**config.mk**
```make
export PLATFORM = sky130hd
export DESIGN_NAME = ricm_top
export DESIGN_NICKNAME = d
export VERILOG_FILES = /design/src/pkg/ricm_pkg.sv /design/src/ricm_sync.sv /design/src/ricm_top.sv
export SDC_FILE = /design/constraint.sdc
export NUM_CORES = 1
export LEC_CHECK = 0
export ABC_AREA = 1
export BUFFER_PORTS_ARGS = -buffer_cell sky130_fd_sc_hd__buf_4
export CAP_MARGIN = 10
export CORE_MARGIN = 1.5
export CORE_UTILIZATION = 39
export CTS_BUF_LIST = sky130_fd_sc_hd__clkbuf_4 sky130_fd_sc_hd__clkbuf_8
export DETAILED_ROUTE_END_ITERATION = 7
export GPL_ROUTABILITY_DRIVEN = 0
export GPL_TIMING_DRIVEN = 0
export PLACE_DENSITY_LB_ADDON = 0.08
export SLEW_MARGIN = 20
export SYNTH_ARGS = -nofsm -noshare
export SYNTH_HDL_FRONTEND = slang
export SYNTH_SLANG_ARGS = --single-unit
```
**constraint.sdc**
```tcl
create_clock -name sys_clk -period 2.16 [get_ports sys_clk]
set_input_delay 0 -clock sys_clk [delete_from_list [all_inputs] [get_ports sys_clk]]
set_output_delay 0 -clock sys_clk [all_outputs]
set_load 0.02 [all_outputs]
```
**src/pkg/ricm_pkg.sv**
```systemverilog
package ricm_pkg;

  // ************************************************************
  // Timing
  // ************************************************************
  localparam int CLK_HZ = 25000000;
  // Contactor drop-out window after outputs go off, in ms
  localparam int FB_DROP_MS = 300;
  localparam int FB_DROP_CYC = (CLK_HZ / 1000) * FB_DROP_MS;
  localparam int CNT_W = 24;
  localparam logic [CNT_W-1:0] CNT_ZERO = 24'h000000;

  // ************************************************************
  // Error codes on the indicator
  // ************************************************************
  localparam logic [3:0] ERR_NONE = 4'h0;
  localparam logic [3:0] ERR_FEEDBACK = 4'h1;
  localparam logic [3:0] ERR_LOCKOUT = 4'h2;

  // ************************************************************
  // Carriers
  // ************************************************************
  typedef struct packed {
    logic interlock_en;  // Internal restart interlock active
    logic feedback_en;   // Contactor feedback check enabled
  } ricm_cfg_t;

  typedef struct packed {
    logic red;
    logic green;
    logic yellow;        // Reset required
    logic [3:0] err_code;
  } ricm_ind_t;

  typedef enum logic [2:0] {
    ST_OFF,
    ST_WAIT_RESET,
    ST_ON,
    ST_FB_ERROR,
    ST_LOCKOUT
  } ricm_state_t;

endpackage

```
**src/ricm_sync.sv**
```systemverilog
// ************************************************************
// Three-stage input synchroniser with agreement filter
// ************************************************************
module ricm_sync (
  input wire logic sys_clk,  // System clock
  input wire logic rst,      // Async reset, active high
  input wire logic din,      // Asynchronous input
  output logic dout          // Filtered synchronous level
);

  typedef struct packed {
    logic s1;
    logic s2;
    logic s3;
    logic q;
  } ricm_sync_st_t;

  ricm_sync_st_t st;
  ricm_sync_st_t next_st;

  // Level changes once stages two and three agree; s1 feeds only s2
  always_comb begin
    next_st = st;
    next_st.s1 = din;
    next_st.s2 = st.s1;
    next_st.s3 = st.s2;
    if (st.s2 == st.s3) begin
      next_st.q = st.s3;
    end
  end

  // State register
  always_ff @(posedge sys_clk or posedge rst) begin
    if (rst) begin
      st <= '0;
    end else begin
      st <= next_st;
    end
  end

  assign dout = st.q;

endmodule // ricm_sync

```
**src/ricm_top.sv**
```systemverilog
module ricm_top (
  input wire logic sys_clk,                        // System clock, 25 MHz
  input wire logic rst,                            // Async reset, active high
  input wire logic path_clear,                     // Light path clear, same domain
  input wire ricm_pkg::ricm_cfg_t cfg,             // Static configuration
  input wire logic reset_button,                   // Reset button pin, async
  input wire logic contactor_closed,               // Contactor feedback pin, async
  output logic safety_switching_output,            // Safety output, high = on
  output ricm_pkg::ricm_ind_t ind                  // Indicator state
);

  // ************************************************************
  // Pin synchronisers
  // ************************************************************
  // Both pins are asynchronous and filtered alike; bit 0 button, bit 1 feedback
  logic [1:0] pin_raw;
  logic [1:0] pin_s;
  logic btn_s;
  logic fb_s;

  // Pins gathered so one loop serves both
  assign pin_raw = {contactor_closed, reset_button};

  genvar gi;
  generate
    for (gi = 0; gi < 2; gi++) begin : g_sync
      // One filter per pin; no stage is shared between pins
      ricm_sync u_sync (
        .sys_clk(sys_clk),
        .rst(rst),
        .din(pin_raw[gi]),
        .dout(pin_s[gi])
      );
    end
  endgenerate

  // Filtered levels under their own names
  assign btn_s = pin_s[0];
  assign fb_s = pin_s[1];

  // ************************************************************
  // Indicator decoding
  // ************************************************************
  // Error code shown for a state; every other state shows none
  function automatic logic [3:0] err_of(input ricm_pkg::ricm_state_t s);
    if (s == ricm_pkg::ST_LOCKOUT) begin
      return ricm_pkg::ERR_LOCKOUT;
    end else if (s == ricm_pkg::ST_FB_ERROR) begin
      return ricm_pkg::ERR_FEEDBACK;
    end
    return ricm_pkg::ERR_NONE;
  endfunction

  // ************************************************************
  // State
  // ************************************************************
  typedef struct packed {
    ricm_pkg::ricm_state_t fsm;
    logic btn_prev;
    logic [ricm_pkg::CNT_W-1:0] drop_cnt;  // Drop-out window counter
    logic checked;                          // Contactors seen dropped since break
    logic out;
    ricm_pkg::ricm_ind_t ind;
  } ricm_st_t;

  ricm_st_t st;
  ricm_st_t next_st;
  logic press;

  // Release edge of the button counts, so a stuck button cannot restart
  assign press = st.btn_prev & ~btn_s;

  // Main sequencing
  // Limitation: the drop-out window is long, so a welded contactor
  // reaches lock-out only after a full window spent in the error state.
  // Trade-off: a slow contactor is tolerated rather than tripping at once.
  always_comb begin
    next_st = st;
    next_st.btn_prev = btn_s;
    if (st.drop_cnt != ricm_pkg::CNT_ZERO) begin
      next_st.drop_cnt = st.drop_cnt - 24'h000001;
    end
    if (!fb_s) begin
      next_st.checked = 1'b1;
    end
    unique case (st.fsm)
      ricm_pkg::ST_OFF: begin
        next_st.out = 1'b0;
        // Break in progress: contactors must drop in the window
        if (cfg.feedback_en && st.drop_cnt == 24'h000001 && !st.checked) begin
          next_st.fsm = ricm_pkg::ST_FB_ERROR;
        end else if (path_clear) begin
          if (cfg.interlock_en) begin
            next_st.fsm = ricm_pkg::ST_WAIT_RESET;
          end else if (!cfg.feedback_en || (!fb_s && st.drop_cnt == ricm_pkg::CNT_ZERO)) begin
            next_st.fsm = ricm_pkg::ST_ON;
            next_st.out = 1'b1;
          end
        end
      end
      ricm_pkg::ST_WAIT_RESET: begin
        next_st.out = 1'b0;
        if (!path_clear) begin
          next_st.fsm = ricm_pkg::ST_OFF;
        end else if (cfg.feedback_en && st.drop_cnt == 24'h000001 && !st.checked) begin
          next_st.fsm = ricm_pkg::ST_FB_ERROR;
        end else if (press) begin
          // Pre-restart check: contactors must read open now
          if (cfg.feedback_en && fb_s) begin
            next_st.fsm = ricm_pkg::ST_FB_ERROR;
          end else begin
            next_st.fsm = ricm_pkg::ST_ON;
            next_st.out = 1'b1;
          end
        end
      end
      ricm_pkg::ST_ON: begin
        if (!path_clear) begin
          next_st.fsm = ricm_pkg::ST_OFF;
          next_st.out = 1'b0;
          // Contactor already open in the break cycle still counts as dropped
          next_st.checked = ~fb_s;
          next_st.drop_cnt = ricm_pkg::CNT_W'(ricm_pkg::FB_DROP_CYC);
        end
      end
      ricm_pkg::ST_FB_ERROR: begin
        next_st.out = 1'b0;
        // Contactor still closed with outputs off: no safe state reachable
        if (fb_s && st.drop_cnt == ricm_pkg::CNT_ZERO) begin
          next_st.fsm = ricm_pkg::ST_LOCKOUT;
        end else if (press && path_clear && !fb_s) begin
          next_st.fsm = ricm_pkg::ST_OFF;
        end
      end
      ricm_pkg::ST_LOCKOUT: begin
        next_st.out = 1'b0;
      end
      // Unused codes fall to the safest state
      default: begin
        next_st.fsm = ricm_pkg::ST_LOCKOUT;
        next_st.out = 1'b0;
      end
    endcase
    // Error entry restarts the window that gates lock-out
    if (next_st.fsm == ricm_pkg::ST_FB_ERROR && st.fsm != ricm_pkg::ST_FB_ERROR) begin
      next_st.drop_cnt = ricm_pkg::CNT_W'(ricm_pkg::FB_DROP_CYC);
    end
    next_st.ind.green = next_st.out;
    next_st.ind.red = ~next_st.out;
    next_st.ind.yellow = (next_st.fsm == ricm_pkg::ST_WAIT_RESET);
    next_st.ind.err_code = err_of(next_st.fsm);
  end

  // State register; starts off, interlocked path assumed broken
  always_ff @(posedge sys_clk or posedge rst) begin
    if (rst) begin
      st <= '{fsm: ricm_pkg::ST_OFF, btn_prev: 1'b0, drop_cnt: '0, checked: 1'b1, out: 1'b0,
              ind: '{red: 1'b1, green: 1'b0, yellow: 1'b0, err_code: ricm_pkg::ERR_NONE}};
    end else begin
      st <= next_st;
    end
  end

  // ************************************************************
  // Outputs
  // ************************************************************
  // Outputs straight from flip-flops, so no glitch reaches the contactors
  assign safety_switching_output = st.out;
  assign ind = st.ind;

endmodule // ricm_top

```
-- Word-level counts from Yosys, hierarchy flattened
Cells that the tools add are included.
- add/subtract/negate cells: 1
- equal/unequal tests: 11
- mux-type cells: 31
- bitwise operators: 4
- reductions and logical operators: 15
- operators with widths (kind ; count):
    $mux W24 ; 2
    $mux W3 ; 10
    $mux W26 ; 1
    $mux W25 ; 1
    $eq A24 B1 Y1 const B ; 1
    $logic_not A24 Y1 ; 1
    $reduce_bool A24 Y1 ; 1
    $sub A24 B1 Y24 const B ; 1
    $pmux W3 S5 ; 1
    $mux W1 ; 12
    $mux W4 ; 3
    $eq A3 B2 Y1 const B ; 3
    $logic_and A1 B1 Y1 ; 8
    $eq A3 B1 Y1 const B ; 2
    $eq A3 B3 Y1 const B ; 2
    $logic_not A1 Y1 ; 3
    $logic_not A3 Y1 ; 1
    $ne A3 B2 Y1 const B ; 1
    $not A1 Y1 ; 3
    $pmux W1 S3 ; 1
    $eq A1 B1 Y1 ; 2
    $and A1 B1 Y1 ; 1
    $logic_or A1 B1 Y1 ; 1
- register bits: 44
- bits of input ports: 7
- output and inout port bits: 8
- logic and storage cells: 78

-- Logic depth before layout (Yosys ltp)
Gate-level depths: netlist of the first run.
- word-level depth: 12
- gate-level depth with buffers: 16
- gate-level depth less buffers: 15

-- Hierarchy
A second synthesis of the first run with hierarchy kept.
- cell total of the unflattened synthesis: 331
- area total of the unflattened synthesis: 2567.5 um^2
- modules (own cells, without submodules) (module ; instances ; cells an instance ; area an instance (um^2) ; sequential area each (um^2)):
    ricm_top ; 1 ; 313 ; 2327.2 ; 853.3
    ricm_sync ; 2 ; 9 ; 120.1 ; 100.1

-- Least setup slack after synthesis of the first run
OpenSTA, ideal clock, no wires.
- path kind: register -> register
- start point: reg st[9] (netlist bit)
- end point: reg st[20] (netlist bit)
- library setup time: 0.111 ns
- arrival: 1.740 ns
- data required time: 2.049 ns
- slack: 0.309 ns
- stages on the path, launching flop included: 15
- path buffers: 1
- clock period less this slack: 1.851 ns
- cell sequence: dfrtp_1 inv_1 ha_1 nand2_1 nor2_4 nand3_4 nand2_2 nand2_2 nor2_4 nor2_2 nand2_4 nand3_4 buf_12 nand2_2 inv_2
- RTL lines (item ; RTL line ; RTL):
    start: declaration ; ricm_top.sv:66 ; ricm_st_t st;
    start signal: assignment ; ricm_top.sv:157 ; st <= '{fsm: ricm_pkg::ST_OFF, btn_prev: 1'b0, drop_cnt: '0, checked: 1'b1, out: 1'b0,
    start signal: assignment ; ricm_top.sv:160 ; st <= next_st;

==> impl_results.md, run 1 <==
* Clock Sinks at 42
* R2R cell count at 13
* DIE AREA at 7040 um2
* RSZ-0062 raised after global routing: false
* Final Hold Fails at 0
* Dpl hpwl at 4230 um
* Seq pwr share at 36.1%
* Max_slew headroom at 61.3%
* Initial core utilization at 40.2%
* Latest clock arrival within the worst-skew pair at 300 ps
* Hold wc startpoint: path_clear
* Minimum clock period at 1950 ps
* Met3 Usage GRT at 3.26%
* Net Sw Frac at 39.4%
* Setup CP Type: reg -> reg
* GR met2 Demand/Resource at 27.3%
* Final Skew at 7.83 ps
* Worst R2R End: st[27]
* Buf/Inv on CP at 3
* Worst R2R Setup Slack at 210 ps
* Die width at 83.9 um
* Clock transition at path regs at 90 ps
* Router iterations before antenna repair at 5
* CP cell instances: nor2_2 > nand2_2 > nor2_4 > nand3_2 > nand2_1 > nand3_1 > nand2_1 > inv_2 > nand2_4 > nand3_4 > buf_12 > nand2_2 > inv_2
* H-tree depth at 2
* Final nets at 356
* Antenna Nets Post-Route at 0
* Sequential-to-total area share from yosys stat at 41.3%
* Comb pwr share at 41.0%
* # diodes at 0
* IO Port Bufs at 11
* Worst path top cell family by delay: simple AND/OR/NAND/NOR gates
* Fraction of layout cells with a size suffix above 1 at 25.4%
* Vias in the first global route at 1979
* Die H at 83.9 um
* Final Util at 46.2%
* Largest stage delay on the critical path at 440 ps
* Period Utilization, post-route at 90.4%
* Worst Hold Class: in -> reg
* Final TNS setup at 0 ps
* PD cells at 960 nW/um2
* Vias after detailed routing at 2046
* Worst r2r src: st[27]
* Core footprint at 6350 um2
* Synth cell types at 35
* P&R area growth vs syn at 15.1%
* First-pass GRT wire length at 9870 um
* DP Worst Slack at 21.5 ps
* Endpoint of the worst hold path: st[8]
* Row cnt at 29
* Average cell area after synthesis at 7.97 um2
* Grt peak-use layer: met2
* Clock tree buffer depth at 2
* Hold depth at 3
* Leak pwr at 1.38 nW
* Initial drt markers at 97
* DRC errors left at 0
* Register bit total from synthesis at 42
* CTS buffer count at 5
* CP max-delay cell: dfrtp_1
* Largest net degree at the start of global routing at 24
* Antenna violations before repair at 0
* Routing usage on met1 at 25.7%
* Final setup margin at 208 ps
* VDD IR max at 0.515 mV
* Synth warn at 0
* Clock power frac at 22.8%
* Synthesized instance count at 320
* Startpoint types: flop
* Synthesized cell area at 2550 um2
* Wire per inst at 13.4 um
* Final WL at 5660 um
* CTS Root Cell: clkbuf_8
* Max-slew violation count at 0
* Vias per Instance at 4.83
* Outcome: completed
* Num ports at 15
* Fmax at 512 MHz
* Final Setup Violations at 0
* Max Cap Viol at 0
* CP Data Required Time at 2360 ps
* CP Max Fanout at 10
* Psw at 1.11 mW
* Total GRT Usage at 17.8%
* Crit. End Element: flop
* CTS tree: built
* Least-Margin Pin Slew at 580 ps
* Internal power at 1.71 mW
* Arrival time worst endpoint at 2150 ps
* Overflow after GRT at 0
cells in the mapped netlist:
cell type  instances  area share [%]
nand3_2            1            0.39
nand3_1           17             3.3
nor2_4             5             2.2
inv_2             11             1.6
xnor2_1            5             1.7
nand2_2           16             3.9
nand2_1           60             8.8
a22oi_1            5             1.5
a21oi_1           24             4.7
buf_2              1            0.20
a221oi_1           2            0.69
buf_4              7             2.1
clkbuf_2           1            0.20
maj3_1             2            0.78
xor2_1            10             3.4
nand4_2            1            0.49
buf_12             1            0.78
inv_1             26             3.8
conb_1             1            0.15
buf_6              1            0.44
o31ai_1            2            0.59
nand3b_1           5             1.5
nor2_2             7             1.7
ha_1               3             1.5
a31o_2             1            0.34
dfstp_2            2             2.1
nand4_1            3            0.74
or2_2              1            0.25
nor3_1             6             1.2
clkbuf_1           5            0.74
o21ai_0            5            0.98
nand3_4            2             1.4
dfrtp_1           40              39
nor2_1            39             5.7
nand2_4            2            0.88
cell usage in the layout, fill, tap and decap left out, types with 2 or more instances in the layout:
cell type	Yosys	layout
clkbuf_8	0	5
inv_2	11	14
xnor2_1	5	5
a22oi_1	5	5
nand3_1	17	16
a221oi_1	2	2
a21oi_1	24	24
dfstp_2	2	2
nand2_4	2	2
nor3_1	6	6
ha_1	3	3
nor2_1	39	39
nand3_4	2	2
dfrtp_1	40	40
maj3_1	2	2
dlygate4sd3_1	0	3
nand3b_1	5	5
conb_1	1	2
xor2_1	10	10
nand3_2	1	2
nand4_1	3	3
inv_1	26	23
clkbuf_1	5	4
nor2_4	5	5
nor2_2	7	7
buf_4	7	22
o21ai_0	5	5
nand2_1	60	60
o31ai_1	2	2
nand2_2	16	16
kinds of logic after synthesis:
family / Yosys count / share of synthesized area (%)
AOI/OAI and AO/OA: 39 / 8.78
other: 1 / 0.147
buffers and inverters: 53 / 9.86
and+or+nand+nor: 165 / 32.5
DFF: 42 / 41.3
adders and majority gates: 5 / 2.26
xor gates and xnor gates: 15 / 5.15
tightest hold or removal path: stages:
cell      delay (ps)
clkbuf_2         170
o21ai_0          110
nand2_1           60
layout make-up:
class	instances	area, um2
fillers	640	3410
multi-input cells	226	1250
flip-flops and latches	42	1050
repair buffers	19	170
inverters	37	139
plain buffers	15	109
well taps	77	96.3
clock buffers	6	76.3
clock inverters	2	37.5
how the worst max path moves through the flow:
stage	cells after the start	from	endpoint
finish	13	st[27]	st[27]
global route	16	st[10]	st[20]
CTS	14	st[9]	st[17]
detailed placement	10	st[9]	st[25]
global placement	10	st[9]	st[25]
floorplan	14	st[9]	st[20]
stage by stage:
stage | hold slack [ps] | std cells | total power, mW | area, um2
global placement | 110 | 409 | 2.12 | 2730
CTS | 58.4 | 420 | 2.80 | 2900
detailed placement | 58.0 | 410 | 2.14 | 2760
floorplan | 31.4 | 321 | 1.87 | 2550
finish | 68.8 | 424 | 2.82 | 2940
global route | 91.6 | 424 | 3.03 | 2940
flip-flops by register name, summed over array words and instances (netlist names):
signal                 count
g_sync.u_sync.dout         2
g_sync.u_sync.next_st      4
st                        29
ind                        5
g_sync.u_sync.st           2
power by group through the flow:
stage / clock network [mW] / registers [mW] / logic (mW)
2_1_floorplan: 0 / 1.01 / 0.866
3_3_place_gp: 0 / 1.03 / 1.09
3_5_place_dp: 0 / 1.03 / 1.11
4_1_cts: 0.667 / 1.02 / 1.12
5_1_grt: 0.698 / 1.04 / 1.30
6_report: 0.644 / 1.02 / 1.16
per-layer routing:
layer,vias up,wire (um)
met5,-,0
met4,0,70
met3,6,223
met2,37,2440
met1,946,2930
li1,1057,-
what timing repair did:
item | 4_1_cts | 5_1_grt
setup endpoints to repair | 1 | 20
hold endpoints to repair | 21 | 0
gates resized for setup | 0 | 3
hold buffers | 3 | 0
buffers inserted | 0 | 4
No activity file was read; power rests on OpenSTA's default activity.
==> run 2: changes to the inputs <==
ABC_AREA = not set   (was 1)
==> impl_results.md, run 2 <==
* Commonest non-fill, non-tap cells in the layout: dfrtp_1 (38), buf_4 (37), nor2_1 (25)
* Vias in the first global route at 1675
* Clock Sinks at 42
* Post-synth top flop: dfrtp_1
* Final Util at 54.4%
* CP max-delay cell: or4_4
* IO Port Bufs at 12
* P&R area growth vs syn at 31.7%
* Core footprint at 5200 um2
* Average cell area after synthesis at 10.1 um2
* Synth warn at 0
* CTS tree: built
* Synth cell types at 47
* Yosys top cell area share at 46.6%
* Final nets at 264
* DP Area at 2380 um2
* Final WL at 4460 um
* Synthesized cell area at 2150 um2
* Ranking of synthesized cells by instance count: dfrtp_1 (40), nor2_1 (25), xnor2_1 (16)
* Synthesized instance count at 213
* Largest net degree at the start of global routing at 24
* Met3 Wirelength at 117 um
* CTS Root Cell: clkbuf_8
* # diodes at 0
* Period Utilization, post-route at 108%
* Antenna Nets Post-Route at 0
* Sequential-to-total area share from yosys stat at 49.0%
* Adder-Cell Fraction of Synth Area at 2.68%
* Register bit total from synthesis at 42
* Max reg flops at 29
* RSZ-0062 raised after global routing: true
* Outcome: finished, violations left
* Largest family of logic cells by synthesized area: simple AND/OR/NAND/NOR gates
* Top post-synthesis cells by area: dfrtp_1 (47%), xnor2_1 (6.5%), nor2_1 (4.4%), nand2b_1 (3.5%), nor4_1 (3.2%)
* Antenna violations before repair at 0
* Arrival time worst endpoint at 2520 ps
* Die H at 77.2 um
* Die width at 77.2 um
* Leak pwr at 1.16 nW
* Largest stage delay on the critical path at 490 ps
* Initial drt markers at 61
* Final instance area at 2830 um2
* Fraction of layout cells with a size suffix above 1 at 31.4%
* XOR/XNOR Fraction of Synth Area at 8.56%
* Max_slew headroom at 62.7%
* Startpoint types: flop
* Num ports at 15
* Latest clock arrival within the worst-skew pair at 310 ps
* Seq. cell area at 1060 um2
* Row cnt at 26
* Routed met1 length at 2270 um
* Wire per inst at 13.7 um
* Clock tree buffer depth at 2
* Vias after detailed routing at 1616
* Post-synth ARST share at 100%
* CP cell instances: nor4_4 > nand4b_4 > or4_4 > a21boi_4 > a32oi_4 > or3b_1
* Fmax at 429 MHz
* Area of the multi-input gates at 1180 um2
* CP Max Fanout at 6
* Hold depth at 3
* Least-Margin Pin Slew at 555 ps
* Pwr Total at 2.85 mW
* Worst hold slack at 47.0 ps
* Minimum clock period at 2330 ps
* First-pass GRT wire length at 7840 um
* DP Worst Slack at -652 ps
* Vias per Instance at 4.97
* CTS buffer count at 5
* Crit. End Element: flop
* Router iterations before antenna repair at 4
* R2R cell count at 6
* Initial core utilization at 41.3%
* Final Setup Violations at 23
* Failing checks: negative setup slack
* PD cells at 1010 nW/um2
* Clock transition at path regs at 90 ps
* Leading area contributor after synthesis: dfrtp_1
* Max Cap Viol at 0
* DIE AREA at 5960 um2
* Total GRT Usage at 16.5%
* Filler instances at 476
* Final Hold Fails at 0
* Fin cells at 325
* Post-Synth Simple-Gate Area at 26.5%
* Post-synth EDFFs at 0
* Final TNS setup at -2850 ps
* DRC errors left at 0
* H-tree depth at 2
* VDD IR max at 0.401 mV
* Leading cell type in the layout, fill and taps excluded: dfrtp_1
* Overflow after GRT at 0
* Final Skew at 6.58 ps
* Multiplexer area fraction after synthesis at 0%
* Worst Hold Class: in -> reg
* Met2 wire length at 2010 um
* Biggest register: st
* CP Data Required Time at 2350 ps
* Max-slew violation count at 0
* Placed Instances at 297
* Cell with the most instances after synthesis: dfrtp_1
* Dpl hpwl at 2950 um
* Synth Area in Compound Gates at 8.56%
* Setup CP Type: reg -> reg
* Top Layer Used: met4
* Final setup margin at -171 ps
[run 2: changes by cell type after synthesis, moves of 11 or more]
cell	before	now
a21oi_1	24	3
xnor2_1	5	16
inv_1	26	4
inv_2	11	0
nand2b_1	0	12
nor4_1	0	11
nand2_2	16	0
nand2_1	60	12
nor2_1	39	25
nand3_1	17	6
[run 2: power by group]
group | leakage, nW | internal (mW) | switching [mW] | total, mW
combinational | 0.620 | 0.493 | 0.576 | 1.07
sequential | 0.493 | 0.974 | 0.171 | 1.15
clock | 0.0504 | 0.344 | 0.293 | 0.637
[run 2: critical path, delay by kind of cell, from the launching register on]
kind,cells,cell delay (ps)
AOI/OAI and AO/OA,2,340
DFF,1,440
and+or+nand+nor,4,1430
[run 2: logic make-up after synthesis]
group / count (synthesis)
DFF: 42
adders and majority gates: 5
and+or+nand+nor: 102
AOI/OAI and AO/OA: 24
buffers and inverters: 18
other: 1
xor gates and xnor gates: 21
[run 2: final timing paths]
check	startpoint	endpoint	slack, ps
min in group asynchronous	rst	st[19]	280
worst max register to register	st[14]	st[15]	-170
worst min-delay path	path_clear	ind[5]	50
worst max-delay path	st[14]	st[15]	-170
max in group asynchronous	rst	st[8]	1330
worst min register to register	g_sync[1].u_sync.next_st[2]	g_sync[1].u_sync.next_st[1]	360
[run 2: layout make-up]
class / count / share of cell area (%)
buffer: 14 / 3.40
clock buffer: 5 / 2.43
clock inverter: 3 / 1.59
inverter: 4 / 0.531
multi-input combinational: 154 / 41.8
sequential: 42 / 37.3
tap: 70 / 3.09
timing repair buffer: 33 / 9.86
[run 2: timing repair]
item                       4_1_cts  5_1_grt
buffers inserted                 9        8
hold buffers                     3        0
setup endpoints to repair       25       24
gates resized for setup         12       19
hold endpoints to repair        21        0
pin swaps                        5        4
[run 2: layer usage]
layer / track usage [%] / up-vias
met5: 0 / -
met4: 4.91 / 0
met3: 3.93 / 6
met2: 25.4 / 15
met1: 23.0 / 773
li1: - / 822
==> run 3: changes to the inputs <==
TNS_END_PERCENT = 30   (was not set)
==> impl_results.md, run 3 (synthesized netlist as in run 2, its figures left out) <==
* Outcome: finished, violations left
* Final Hold Fails at 0
* Antenna Nets Post-Route at 0
* Vias per Instance at 5.06
* Startpoint types: flop
* Max reg flops at 29
* Commonest non-fill, non-tap cells in the layout: dfrtp_1 (38), buf_4 (31), nor2_1 (25)
* Final setup margin at -176 ps
* PD cells at 1020 nW/um2
* Leak pwr at 1.12 nW
* Max Cap Viol at 0
* Period Utilization, post-route at 108%
* DP Area at 2380 um2
* RSZ-0062 raised after global routing: true
* Failing checks: negative setup slack
* CTS Root Cell: clkbuf_8
* Vias in the first global route at 1669
* Router iterations before antenna repair at 4
* CTS tree: built
* Clock tree buffer depth at 2
* Final nets at 257
* CTS buffer count at 5
* Arrival time worst endpoint at 2520 ps
* P&R area growth vs syn at 25.6%
* First-pass GRT wire length at 7860 um
* Max-slew violation count at 0
* Setup CP Type: reg -> reg
* DRC errors left at 0
* Dpl hpwl at 2950 um
* Overflow after GRT at 0
* Fmax at 428 MHz
* Clock Sinks at 42
* Clock transition at path regs at 80 ps
* Wire per inst at 13.7 um
* Final Skew at 5.97 ps
* Final instance area at 2700 um2
* Die H at 77.2 um
* Worst Hold Class: in -> reg
* Core footprint at 5200 um2
* Num ports at 15
* DP Worst Slack at -652 ps
* Die width at 77.2 um
* Fraction of layout cells with a size suffix above 1 at 25.0%
* Final WL at 4370 um
* Latest clock arrival within the worst-skew pair at 300 ps
* Leading cell type in the layout, fill and taps excluded: dfrtp_1
* Worst R2R Setup Slack at -180 ps
* Final Setup Violations at 24
* Row cnt at 26
* DIE AREA at 5960 um2
* Biggest register: st
* Least-Margin Pin Slew at 513 ps
* CP Data Required Time at 2350 ps
* Largest net degree at the start of global routing at 24
* H-tree depth at 2
* Initial core utilization at 41.3%
* Minimum clock period at 2340 ps
* Initial drt markers at 54
* Total GRT Usage at 16.5%
* Crit. End Element: flop
* Antenna violations before repair at 0
* Vias after detailed routing at 1609
* Max_slew headroom at 65.5%
* VDD IR max at 0.384 mV
* IO Port Bufs at 12
* CP Max Fanout at 5
* # diodes at 0
-- run 3: cell count changes in the layout (fill, tap and decap cells not counted), sizes merged --
cell  change
buf       -7
-- run 3: area by class of cell --
cell class | count | area [um2]
sequential | 42 | 1060
fill | 482 | 2510
clock buffer | 5 | 68.8
multi-input combinational | 154 | 1110
timing repair buffer | 26 | 223
clock inverter | 3 | 45.0
buffer | 14 | 96.3
tap | 70 | 87.6
inverter | 4 | 15.0
-- run 3: path summary, 6_finish.rpt --
path,cells past startpoint,end,start
max,6,st[15],st[24]
min reg2reg,0,g_sync[1].u_sync.next_st[1],g_sync[1].u_sync.next_st[2]
max reg2reg,6,st[15],st[24]
min,3,ind[5],path_clear
min in group asynchronous,3,st[27],rst
max in group asynchronous,4,st[8],rst
-- run 3: per-stage QoR --
| step | instances | setup TNS (ps) | hold WS (ps) | total power, mW | util, % |
|---|---|---|---|---|---|
| floorplan | 214 | -25.2 | 31.4 | 1.78 | - |
| global placement | 296 | -13180 | 110 | 1.99 | 45.1 |
| detailed placement | 297 | -14340 | 58.7 | 2.01 | 45.7 |
| CTS | 315 | -3100 | 39.5 | 2.74 | 50.7 |
| global route | 318 | -5280 | 68.2 | 2.95 | 51.9 |
| finish | 318 | -3050 | 47.3 | 2.74 | 51.9 |
-- run 3: power breakdown --
group / internal, mW / switching, mW
sequential: 0.974 / 0.172
combinational: 0.426 / 0.533
clock: 0.344 / 0.293
-- run 3: metal layers --
layer	vias up	GRT usage (%)	wire length (um)	share of wire [%]
li1	810	-	-	-
met1	776	23.1	2260	52
met2	17	25.4	1930	44
met3	6	3.93	119	2.7
met4	0	4.91	59	1.3
met5	-	0	0	0
-- run 3: worst max-delay path: stages, from the launching register on --
cell and delay [ps]:
dfrtp_2 450, nor4_4 370, nand2_2 140, or4_4 540, a21boi_4 190, a32oi_4 140, or3b_1 380
-- run 3: repair_timing --
item | CTS | global route
hold buffers | 3 | 0
setup buffers | 7 | 3
pin swaps | 5 | 3
setup endpoints to repair | 25 | 24
resized for setup | 11 | 6
hold endpoints to repair | 21 | 0
